## config.mk

```make
export PLATFORM = sky130hd
export DESIGN_NAME = eeprom_byte_access_ctrl
export DESIGN_NICKNAME = d
export VERILOG_FILES = /design/src/nv_pkg.sv /design/src/nv_mem.sv /design/src/eeprom_byte_access_ctrl.sv
export SDC_FILE = /design/constraint.sdc
export NUM_CORES = 2
export LEC_CHECK = 0
export ABC_CLOCK_PERIOD_IN_PS = 11400
export BUFFER_PORTS_ARGS = -buffer_cell sky130_fd_sc_hd__buf_2
export CAP_MARGIN = 40
export CORE_ASPECT_RATIO = 1.2
export CORE_MARGIN = 10
export CORE_UTILIZATION = 60
export CTS_BUF_LIST = sky130_fd_sc_hd__clkbuf_4
export CTS_CLUSTER_SIZE = 14
export DETAILED_ROUTE_END_ITERATION = 10
export PLACE_DENSITY_LB_ADDON = 0.2
export SKIP_CTS_REPAIR_TIMING = 1
export SLEW_MARGIN = 20
export SYNTH_ARGS = -nofsm -noshare
export SYNTH_HDL_FRONTEND = slang
export SYNTH_SLANG_ARGS = --single-unit
```

## constraint.sdc

```tcl
create_clock -name pclk -period 11.4 [get_ports pclk]
set_clock_uncertainty 0.2 [all_clocks]
set_input_delay 2.85 -clock pclk [delete_from_list [all_inputs] [get_ports pclk]]
set_output_delay 2.85 -clock pclk [all_outputs]
set_load 0.005 [all_outputs]
```

## src/nv_pkg.sv

```systemverilog
package nv_pkg;
	localparam int ADDR_W = 8;
	localparam int DEPTH = 256;
	localparam logic [11:0] OFF_ADDR = 12'h000;
	localparam logic [11:0] OFF_DATA = 12'h004;
	localparam logic [11:0] OFF_CTRL = 12'h008;
	localparam logic [11:0] OFF_STAT = 12'h00c;
	localparam logic [11:0] OFF_MASK = 12'h010;
	localparam logic [11:0] OFF_TIME = 12'h014;
	localparam int CTRL_RE = 0;
	localparam int CTRL_PE = 1;
	localparam int CTRL_MWE = 2;
	localparam int CTRL_PM_LO = 4;
	localparam int CTRL_PM_HI = 5;
	localparam logic [1:0] PM_ATOMIC = 2'h0;
	localparam logic [1:0] PM_ERASE = 2'h1;
	localparam logic [1:0] PM_WRITE = 2'h2;
	localparam int ST_DONE = 0;
	localparam int ST_REFUSED = 1;
	localparam logic [2:0] MWE_WINDOW = 3'h4;
	localparam logic [2:0] READ_STALL = 3'h4;
	localparam logic [2:0] PROG_STALL = 3'h2;
	localparam int CLK_PERIOD_NS = 100;
	localparam int ERASE_TIME_NS = 1800000;
	localparam int WRITE_TIME_NS = 1800000;
	localparam int ERASE_CYCLES = (ERASE_TIME_NS + CLK_PERIOD_NS - 1) / CLK_PERIOD_NS;
	localparam int WRITE_CYCLES = (WRITE_TIME_NS + CLK_PERIOD_NS - 1) / CLK_PERIOD_NS;
	localparam logic [7:0] OSC_CAL_RESET = 8'h80;
	localparam logic [7:0] ERASED_BYTE = 8'hff;
endpackage

```

## src/nv_mem.sv

```systemverilog
module nv_mem
	import nv_pkg::*;
(
	input wire logic pclk,
	input wire logic we,
	input wire logic [ADDR_W-1:0] addr,
	input wire logic [7:0] wdata,
	output logic [7:0] rdata
);
	logic [7:0] mem [0:DEPTH-1];
	always_ff @(posedge pclk) begin
		if (we) begin
			mem[addr] <= wdata;
		end
		rdata <= mem[addr];
	end
endmodule

```

## src/eeprom_byte_access_ctrl.sv

```systemverilog
// Notes on behaviour
// - A separate byte store of 256 bytes is read and written one byte at a time.
// - Address, data and control registers sit in the register space reached by the CPU bus.
// - Starting a read stalls the CPU for four clock cycles.
// - Starting a programming operation stalls the CPU for two clock cycles.
// - Program enable must follow master write enable within four cycles, else nothing starts.
// - Mode zero erases and writes the addressed byte in one operation.
// - Mode 0b01 erases the addressed byte only.
// - Mode 0b10 writes the data byte without erasing first.
// - Program enable stays set for the whole operation and hardware clears it at the end.
// - While programming, any other read or programming start is refused.
// - Storage timing counts oscillator ticks derived from the CPU clock and the calibration value, not every clock cycle.
// - After busy clears, software loads the address and sets read enable to get the byte.
module eeprom_byte_access_ctrl
	import nv_pkg::*;
#(
	parameter int ERASE_CNT = ERASE_CYCLES,
	parameter int WRITE_CNT = WRITE_CYCLES
)
(
	input wire logic pclk,
	input wire logic presetn,
	input wire logic psel,
	input wire logic penable,
	input wire logic pwrite,
	input wire logic [11:0] paddr,
	input wire logic [31:0] pwdata,
	output logic [31:0] prdata,
	output logic pready,
	output logic pslverr,
	output logic irq,
	output logic cpu_stall
);
	typedef enum {IDLE, READ_WAIT, ERASING, WRITING} state_t;

	state_t state_reg, state_next;
	logic [ADDR_W-1:0] addr_reg, addr_next;
	logic [7:0] data_reg, data_next;
	logic [1:0] mode_reg, mode_next;
	logic mwe_reg, mwe_next;
	logic pe_reg, pe_next;
	logic [2:0] mwe_cnt_reg, mwe_cnt_next;
	logic [2:0] stall_cnt_reg, stall_cnt_next;
	logic [21:0] prog_cnt_reg, prog_cnt_next;
	logic [7:0] osc_cal_reg, osc_cal_next;
	logic [1:0] stat_reg, stat_next;
	logic [1:0] mask_reg, mask_next;
	logic [31:0] prdata_reg, prdata_next;
	logic pready_reg, pready_next;
	logic pslverr_reg, pslverr_next;
	logic irq_reg, irq_next;
	logic stall_reg, stall_next;
	logic mem_we;
	logic [7:0] mem_wdata;
	logic [7:0] mem_rdata;
	logic [21:0] osc_step;
	logic [21:0] osc_acc_reg, osc_acc_next;
	logic tick;

	nv_mem mem_i (
		.pclk(pclk),
		.we(mem_we),
		.addr(addr_reg),
		.wdata(mem_wdata),
		.rdata(mem_rdata)
	);

	// oscillator tick from calibration value
	always_comb begin
		osc_step = {14'h0000, osc_cal_reg} + 22'h000001;
		{tick, osc_acc_next} = {1'b0, osc_acc_reg} + {1'b0, osc_step} + 23'h000000;
		if (osc_acc_reg + osc_step >= 22'h000100) begin
			tick = 1'b1;
			osc_acc_next = osc_acc_reg + osc_step - 22'h000100;
		end else begin
			tick = 1'b0;
			osc_acc_next = osc_acc_reg + osc_step;
		end
	end

	logic wr_access;
	logic rd_access;
	logic busy;
	assign wr_access = psel && penable && pwrite && !pready_reg;
	assign rd_access = psel && penable && !pwrite && !pready_reg;
	assign busy = (state_reg == ERASING) || (state_reg == WRITING);

	always_comb begin
		state_next = state_reg;
		addr_next = addr_reg;
		data_next = data_reg;
		mode_next = mode_reg;
		mwe_next = mwe_reg;
		pe_next = pe_reg;
		mwe_cnt_next = mwe_cnt_reg;
		stall_cnt_next = stall_cnt_reg;
		prog_cnt_next = prog_cnt_reg;
		osc_cal_next = osc_cal_reg;
		stat_next = stat_reg;
		mask_next = mask_reg;
		prdata_next = prdata_reg;
		pready_next = 1'b0;
		pslverr_next = 1'b0;
		mem_we = 1'b0;
		mem_wdata = data_reg;
		if (stall_cnt_reg != 3'h0) begin
			stall_cnt_next = stall_cnt_reg - 3'h1;
		end
		if (mwe_reg) begin
			if (mwe_cnt_reg == 3'h1) begin
				mwe_next = 1'b0;
			end
			mwe_cnt_next = mwe_cnt_reg - 3'h1;
		end
		case (state_reg)
			READ_WAIT: begin
				data_next = mem_rdata;
				state_next = IDLE;
			end
			ERASING: begin
				if (tick) begin
					prog_cnt_next = prog_cnt_reg - 22'h000001;
				end
				if (prog_cnt_reg == 22'h000000) begin
					mem_we = 1'b1;
					mem_wdata = ERASED_BYTE;
					if (mode_reg == PM_ATOMIC) begin
						state_next = WRITING;
						prog_cnt_next = 22'(WRITE_CNT);
					end else begin
						state_next = IDLE;
						pe_next = 1'b0;
						stat_next[ST_DONE] = 1'b1;
					end
				end
			end
			WRITING: begin
				if (tick) begin
					prog_cnt_next = prog_cnt_reg - 22'h000001;
				end
				if (prog_cnt_reg == 22'h000000) begin
					mem_we = 1'b1;
					mem_wdata = (mode_reg == PM_WRITE) ? (data_reg & mem_rdata) : data_reg;
					state_next = IDLE;
					pe_next = 1'b0;
					stat_next[ST_DONE] = 1'b1;
				end
			end
			default: begin
			end
		endcase
		if (psel && penable && !pready_reg) begin
			pready_next = 1'b1;
		end
		if (wr_access) begin
			if (paddr == OFF_ADDR) begin
				if (!busy) begin
					addr_next = pwdata[ADDR_W-1:0];
				end
			end else if (paddr == OFF_DATA) begin
				if (!busy) begin
					data_next = pwdata[7:0];
				end
			end else if (paddr == OFF_CTRL) begin
				if (busy) begin
					if (pwdata[CTRL_RE] || pwdata[CTRL_PE]) begin
						stat_next[ST_REFUSED] = 1'b1;
					end
				end else begin
					mode_next = {pwdata[CTRL_PM_HI], pwdata[CTRL_PM_LO]};
					if (pwdata[CTRL_MWE] && !mwe_reg) begin
						mwe_next = 1'b1;
						mwe_cnt_next = MWE_WINDOW;
					end
					if (pwdata[CTRL_PE] && mwe_reg) begin
						if ({pwdata[CTRL_PM_HI], pwdata[CTRL_PM_LO]} == PM_WRITE) begin
							state_next = WRITING;
							prog_cnt_next = 22'(WRITE_CNT);
							pe_next = 1'b1;
							stall_cnt_next = PROG_STALL;
						end else if ({pwdata[CTRL_PM_HI], pwdata[CTRL_PM_LO]} != 2'h3) begin
							state_next = ERASING;
							prog_cnt_next = 22'(ERASE_CNT);
							pe_next = 1'b1;
							stall_cnt_next = PROG_STALL;
						end
						mwe_next = 1'b0;
					end else if (pwdata[CTRL_RE]) begin
						state_next = READ_WAIT;
						stall_cnt_next = READ_STALL;
					end
				end
			end else if (paddr == OFF_STAT) begin
				stat_next = stat_next & ~(pwdata[1:0] & ~stat_reg_set(state_reg, prog_cnt_reg, mode_reg));
			end else if (paddr == OFF_MASK) begin
				mask_next = pwdata[1:0];
			end else if (paddr == OFF_TIME) begin
				osc_cal_next = pwdata[7:0];
			end else begin
				pslverr_next = 1'b1;
			end
		end
		if (rd_access) begin
			if (paddr == OFF_ADDR) begin
				prdata_next = {24'h000000, addr_reg};
			end else if (paddr == OFF_DATA) begin
				prdata_next = {24'h000000, data_reg};
			end else if (paddr == OFF_CTRL) begin
				prdata_next = {26'h0000000, mode_reg, 1'b0, mwe_reg, pe_reg, 1'b0};
			end else if (paddr == OFF_STAT) begin
				prdata_next = {30'h00000000, stat_reg};
			end else if (paddr == OFF_MASK) begin
				prdata_next = {30'h00000000, mask_reg};
			end else if (paddr == OFF_TIME) begin
				prdata_next = {24'h000000, osc_cal_reg};
			end else begin
				prdata_next = 32'h00000000;
				pslverr_next = 1'b1;
			end
		end
		irq_next = |(stat_next & mask_next);
		stall_next = (stall_cnt_next != 3'h0);
	end

	// done event this cycle, so a clear cannot drop it
	function automatic logic [1:0] stat_reg_set(input state_t st, input logic [21:0] cnt, input logic [1:0] md);
		logic [1:0] s;
		s = 2'h0;
		if (cnt == 22'h000000) begin
			if (st == WRITING || (st == ERASING && md != PM_ATOMIC)) begin
				s[ST_DONE] = 1'b1;
			end
		end
		return s;
	endfunction

	always_ff @(posedge pclk or negedge presetn) begin
		if (!presetn) begin
			state_reg <= IDLE;
			addr_reg <= 8'h00;
			data_reg <= 8'h00;
			mode_reg <= 2'h0;
			mwe_reg <= 1'b0;
			pe_reg <= 1'b0;
			mwe_cnt_reg <= 3'h0;
			stall_cnt_reg <= 3'h0;
			prog_cnt_reg <= 22'h000000;
			osc_cal_reg <= OSC_CAL_RESET;
			osc_acc_reg <= 22'h000000;
			stat_reg <= 2'h0;
			mask_reg <= 2'h0;
			prdata_reg <= 32'h00000000;
			pready_reg <= 1'b0;
			pslverr_reg <= 1'b0;
			irq_reg <= 1'b0;
			stall_reg <= 1'b0;
		end else begin
			state_reg <= state_next;
			addr_reg <= addr_next;
			data_reg <= data_next;
			mode_reg <= mode_next;
			mwe_reg <= mwe_next;
			pe_reg <= pe_next;
			mwe_cnt_reg <= mwe_cnt_next;
			stall_cnt_reg <= stall_cnt_next;
			prog_cnt_reg <= prog_cnt_next;
			osc_cal_reg <= osc_cal_next;
			osc_acc_reg <= osc_acc_next;
			stat_reg <= stat_next;
			mask_reg <= mask_next;
			prdata_reg <= prdata_next;
			pready_reg <= pready_next;
			pslverr_reg <= pslverr_next;
			irq_reg <= irq_next;
			stall_reg <= stall_next;
		end
	end

	assign prdata = prdata_reg;
	assign pready = pready_reg;
	assign pslverr = pslverr_reg;
	assign irq = irq_reg;
	assign cpu_stall = stall_reg;

	mwe_self_clear_a: assert property (@(posedge pclk) disable iff (!presetn)
		$rose(mwe_reg) |-> ##[1:4] !mwe_reg)
		else $error("master write enable not cleared in window");
	read_stall_a: assert property (@(posedge pclk) disable iff (!presetn)
		(state_reg == IDLE && state_next == READ_WAIT) |=> cpu_stall [*3] ##1 cpu_stall ##1 !cpu_stall)
		else $error("read stall not four cycles");
	prog_stall_a: assert property (@(posedge pclk) disable iff (!presetn)
		(!busy && pe_next && !pe_reg) |=> cpu_stall ##1 cpu_stall ##1 !cpu_stall)
		else $error("program stall not two cycles");
	pe_needs_mwe_a: assert property (@(posedge pclk) disable iff (!presetn)
		$rose(pe_reg) |-> $past(mwe_reg))
		else $error("programming began without master enable");
	pe_held_busy_a: assert property (@(posedge pclk) disable iff (!presetn)
		busy |-> pe_reg)
		else $error("program enable dropped while busy");
	pe_cleared_end_a: assert property (@(posedge pclk) disable iff (!presetn)
		$fell(busy) |-> !pe_reg)
		else $error("program enable left set after operation");
	no_start_busy_a: assert property (@(posedge pclk) disable iff (!presetn)
		busy && $past(busy) |-> $stable(addr_reg) && state_reg != READ_WAIT)
		else $error("access started during programming");
	reserved_mode_a: assert property (@(posedge pclk) disable iff (!presetn)
		(wr_access && paddr == OFF_CTRL && !busy && pwdata[CTRL_PM_HI] && pwdata[CTRL_PM_LO]) |=> !busy)
		else $error("reserved mode started an operation");
	read_data_a: assert property (@(posedge pclk) disable iff (!presetn)
		state_reg == READ_WAIT |=> data_reg == $past(mem_rdata))
		else $error("read byte not placed in data register");
endmodule

```

Word level (Yosys, flattened, before mapping)
Memories as Yosys holds them, arrays and structs flattened. A register that Yosys moved wholly into a read port is not among the register bits. Index checks and enable logic that the tools add are counted.

Bitwise operators: 12. Equality and inequality tests: 14. Muxes and demuxes: 124. Order comparisons: 1. Reductions and logical operators: 26. Add/subtract/negate cells: 6.

Operators by type and width (count): $mux W32 (11); $mux W22 (12); $mux W8 (14); $pmux W32 S3 (1); $eq A32 B2 Y1 const B (2); $eq A32 B3 Y1 const B (2); $mux W1 (54); $mux W3 (17); $pmux W22 S2 (1); $eq A32 B1 Y1 const B (1); $eq A12 B4 Y1 const B (2); $eq A12 B5 Y1 const B (2); $add A22 B9 Y22 (1); $ge A22 B9 Y1 const B (1); $logic_not A22 Y1 (1); $mux W2 (11); $sub A22 B1 Y22 const B (1); $sub A22 B9 Y22 const B (1); $pmux W8 S2 (1); $eq A12 B3 Y1 const B (1); $logic_not A12 Y1 (1); $add A8 B1 Y9 const B (1); $logic_and A1 B1 Y1 (9); $and A8 B8 Y8 (1); other kinds (18) (34).

Memories kept: 1. Register bits after elaboration: 150. Bits in writable memories: 2048. Output and inout port bits: 36. Bits of input ports: 49.

Memory list: mem_i.mem (words 256, bits a word 8, rd ports 1, clocked after memory_dff 1, write ports 1, RTL line nv_mem.sv:10) `logic [7:0] mem [0:DEPTH-1];`.

Longest topological paths before layout
Depth in word-level cells: 21. Depth in mapped cells: 19.

Modules after synthesis
Synthesis repeated with hierarchy kept, for this count alone.

Cell total of the unflattened synthesis: 4244. Area, all modules: 85429.4 µm².

By module, submodules not included: nv_mem (sequential area each 61659.1 µm², cells each 3547, times used 1, area each 78492.8 µm²); eeprom_byte_access_ctrl (sequential area each 3154.3 µm², cells each 697, times used 1, area each 6936.7 µm²).

Worst setup path before layout
Ideal clock, no wire load.

Path type: reg-to-reg. Start: register prog_cnt_reg[0]. End: memory mem_i.mem[0][0], data pin. Clock period less this slack: 6130 ps. Setup time: 820 ps. Required time: 10380 ps. Buffers on the path: 1. Slack: 5270 ps. Cell stages (with the launch flop): 11. Data arrival time: 5110 ps. Path through: dfrtp_1 inv_1 ha_1 nand2_1 or3_4 or3_4 nor4_1 nand4b_1 or2_2 clkbuf_1 nand2_1.

Cells in the longest elaborated chain, start to end: 3. Elaborated cells between the ends (all ways): 4.

RTL lines: start, declared (RTL line eeprom_byte_access_ctrl.sv:44) `logic [21:0] prog_cnt_reg, prog_cnt_next;`; start signal, assigned (RTL line eeprom_byte_access_ctrl.sv:266) `prog_cnt_reg <= prog_cnt_next;`; $logic_not A22 Y1 * (RTL line eeprom_byte_access_ctrl.sv:124, eeprom_byte_access_ctrl.sv:141); $mux W8 (on tied branches) (RTL line eeprom_byte_access_ctrl.sv:141, eeprom_byte_access_ctrl.sv:124); $pmux W8 S2 * (RTL line eeprom_byte_access_ctrl.sv:115) `case (state_reg)`; net mem_i.wdata[0] (RTL line nv_mem.sv:7) `input wire logic [7:0] wdata,`; end, declared (RTL line nv_mem.sv:10).

The timed path passes the listed nets; every way through them passes the cells marked *.

==> results.sh <==
export IMPL_min_period_ns=5.395
export IMPL_first_global_vias=43920
export IMPL_fp_dieW_microns=365.2
export IMPL_grt_max_degree=257
export IMPL_hpwlAfterDp_microns=113500
export IMPL_core_area_sq_um=141700
export IMPL_p_leak_nw=34.90
export IMPL_hold_viol_final=0
export IMPL_setup_violations=0
export IMPL_p_int_mw=12.20
export IMPL_tightest_slew_ns=1.026
export IMPL_placed_cell_area_sq_um=88400
export IMPL_finalCritPeriodShare=0.4732
export IMPL_path_clk_slew_ns=0.07
export IMPL_rsz0062_at_grt="false"
export IMPL_synth_area_leader_cell="edfxtp_1"
export IMPL_synth_cell_types=70
export IMPL_design_die_area_sq_um=158600
export IMPL_vias=42290
export IMPL_firstDrtPassIters=7
export IMPL_routed_via_density=6.338
export IMPL_port_buffer_count=36
export IMPL_wire_per_inst_microns=28.66
export IMPL_largest_reg_flops=2048
export IMPL_final_util=0.6738
export IMPL_area_growth_pct=11.28
export IMPL_drt_total_wl_microns=191200
export IMPL_synth_area_leaders="edfxtp_1, mux4_2, dfrtp_1"
export IMPL_r2r_start="addr_reg[0]"
export IMPL_r2r_setup_slack_ns=6.01
export IMPL_fmax_mhz=185.4
export IMPL_cts_sinks=2182
export IMPL_io_pins=85
export IMPL_hold_depth=2
export IMPL_synth_edf_count=2048
export IMPL_cts_buffers=540
export IMPL_dpl_cell_count=5744
export IMPL_clock_latency_ns=1.35
export IMPL_die_y_microns=434.2
export IMPL_grt_pass1_wl_microns=285100
export IMPL_async_flop_share=0.05775
export IMPL_yosysSeqAreaShare=0.7554
export IMPL_finalMaxSlewViolations=0
export IMPL_place_congestion=0.8176
export IMPL_startpoint_type="register"
export IMPL_stdcell_count=6673
export IMPL_fin_area_sq_um=95470
export IMPL_power_per_cell_area_nw_per_um2=160.7
export IMPL_required_ns=12.38
export IMPL_avgSynthCellArea_sq_um=21.38
export IMPL_swShare=0.2045
export IMPL_cts_tree="built"
export IMPL_drive_above_1_share=0.3491
export IMPL_start_util=0.6055
export IMPL_drtIter0Drc=4923
export IMPL_drc=0
export IMPL_crit_fanout=33
export IMPL_ant_nets=0
export IMPL_netlist_area_leader_share=0.7168
export IMPL_overflow=0
export IMPL_power_switching_mw=3.138
export IMPL_crit_start="addr_reg[0]"
export IMPL_pwr_share_seq=0.570
export IMPL_cp_arrival_ns=6.37
export IMPL_status="completed"
export IMPL_syn_area_sq_um=85800
export IMPL_min_to="prdata[4]"
export IMPL_finalNetCount=4555
export IMPL_synthCells=4014
export IMPL_ys_flop_type="edfxtp_1"
export IMPL_worstSetupEndpointType="register"
export IMPL_fin_tns_setup_ns=0
export IMPL_timing_slew_headroom=0.3158
export IMPL_pwr_share_clk=0.411
export IMPL_antenna_found_initial=6
export IMPL_clockBufferDepth=4
export IMPL_max_cap_violations=0
export IMPL_worstReg2RegEnd="mem_i.rdata[3]"
export IMPL_r2r_cells=8
export IMPL_track_usage=0.2464
export IMPL_hold_start="prdata[4]"
export IMPL_cts_root_buffer="clkbuf_4"
export IMPL_cts_max_level=6
export IMPL_total_power_mw=15.34
export IMPL_peakVddDrop_mv=0.1291
export IMPL_num_rows=151
export IMPL_synth_seq_cells=2182
export IMPL_hold_path_class="reg2reg"
export IMPL_pwr_share_comb=0.019
export IMPL_worstSetupPathType="reg2reg"
export IMPL_ys_warn_count=0
cell usage after synthesis, types with 21 or more instances:
| cell type | count |
|---|---|
| xnor2_1 | 36 |
| mux2_2 | 22 |
| o21ai_0 | 50 |
| clkbuf_1 | 122 |
| nor3_1 | 21 |
| buf_1 | 29 |
| mux2i_1 | 23 |
| buf_4 | 25 |
| dfrtp_1 | 125 |
| edfxtp_1 | 2048 |
| nor2_1 | 315 |
| mux4_2 | 653 |
| nand2_1 | 102 |
| nor2b_1 | 65 |
| buf_2 | 75 |
| inv_1 | 24 |
| nand3_1 | 29 |
| or3_1 | 21 |
| a21oi_1 | 44 |
stage by stage:
step | hold slack, ns | setup slack, ns
after floorplan | 0.2600 | 5.270
after global routing | 0.3001 | 5.756
after CTS | 0.2808 | 5.754
final | 0.2744 | 6.005
after detailed placement | 0.2669 | 5.726
after global placement | 0.2636 | 5.770
area by class of cell:
type,count,area (sq um)
clock inverter,120,848.3
clock buffer,762,5720
sequential,2182,64830
multi-input combinational,1580,19960
fill,9104,46220
inverter,24,90.09
timing repair buffer,162,1712
antenna,7,17.52
tap,1836,2297
cells by family after synthesis:
group / share of synthesized area
XOR/XNOR: 0.004492
flip-flops: 0.7554
other: 0.00004371
AO/OA/AOI/OAI: 0.01191
buffers and inverters: 0.01422
adder cells (fa/ha/maj): 0.002421
AND/OR/NAND/NOR: 0.03453
multiplexers: 0.1770
placed cells by master (no fill, tap or decap), types with 50 or more instances in the layout:
cell type     n
o21ai_0      50
nand2_1      82
buf_4        86
dfrtp_1     119
edfxtp_1   2048
nor2_1      315
clkinv_1     82
mux4_2      653
nor2b_1      65
clkbuf_4    762
critical path: stages (launching register included):
cell and delay [ns]:
dfrtp_4 0.95, buf_4 0.62, buf_4 0.65, mux4_2 0.62, mux4_2 0.52, mux4_2 0.56
mux2i_1 0.50, mux2i_1 0.14, a311o_1 0.40
how the worst max path moves through the flow:
stage,cells after the start,slack (ns),end
2_1_floorplan,10,5.27,mem_i.mem[0][0]
6_report,8,6.01,mem_i.rdata[3]
4_1_cts,9,5.75,mem_i.rdata[5]
5_1_grt,9,5.76,mem_i.rdata[5]
3_3_place_gp,11,5.77,prog_cnt_reg[6]
3_5_place_dp,12,5.73,prog_cnt_reg[10]
power by group through the flow:
stage / logic, mW / registers [mW] / clock network (mW)
after floorplan: 0.219 / 8.92 / 0
after CTS: 0.291 / 8.75 / 6.44
after detailed placement: 0.290 / 8.92 / 0
final: 0.294 / 8.75 / 6.30
after global placement: 0.279 / 8.92 / 0
after global routing: 0.330 / 8.74 / 6.89
routing by layer:
layer / vias to the layer above / GRT usage / part of all wire
met4: 6 / 0.09582 / 0.031
li1: 17830 / - / -
met3: 344 / 0.06033 / 0.088
met1: 22130 / 0.3285 / 0.37
met5: - / 0 / 0.00019
met2: 1985 / 0.3959 / 0.51
(Power assumes the default switching activity.)
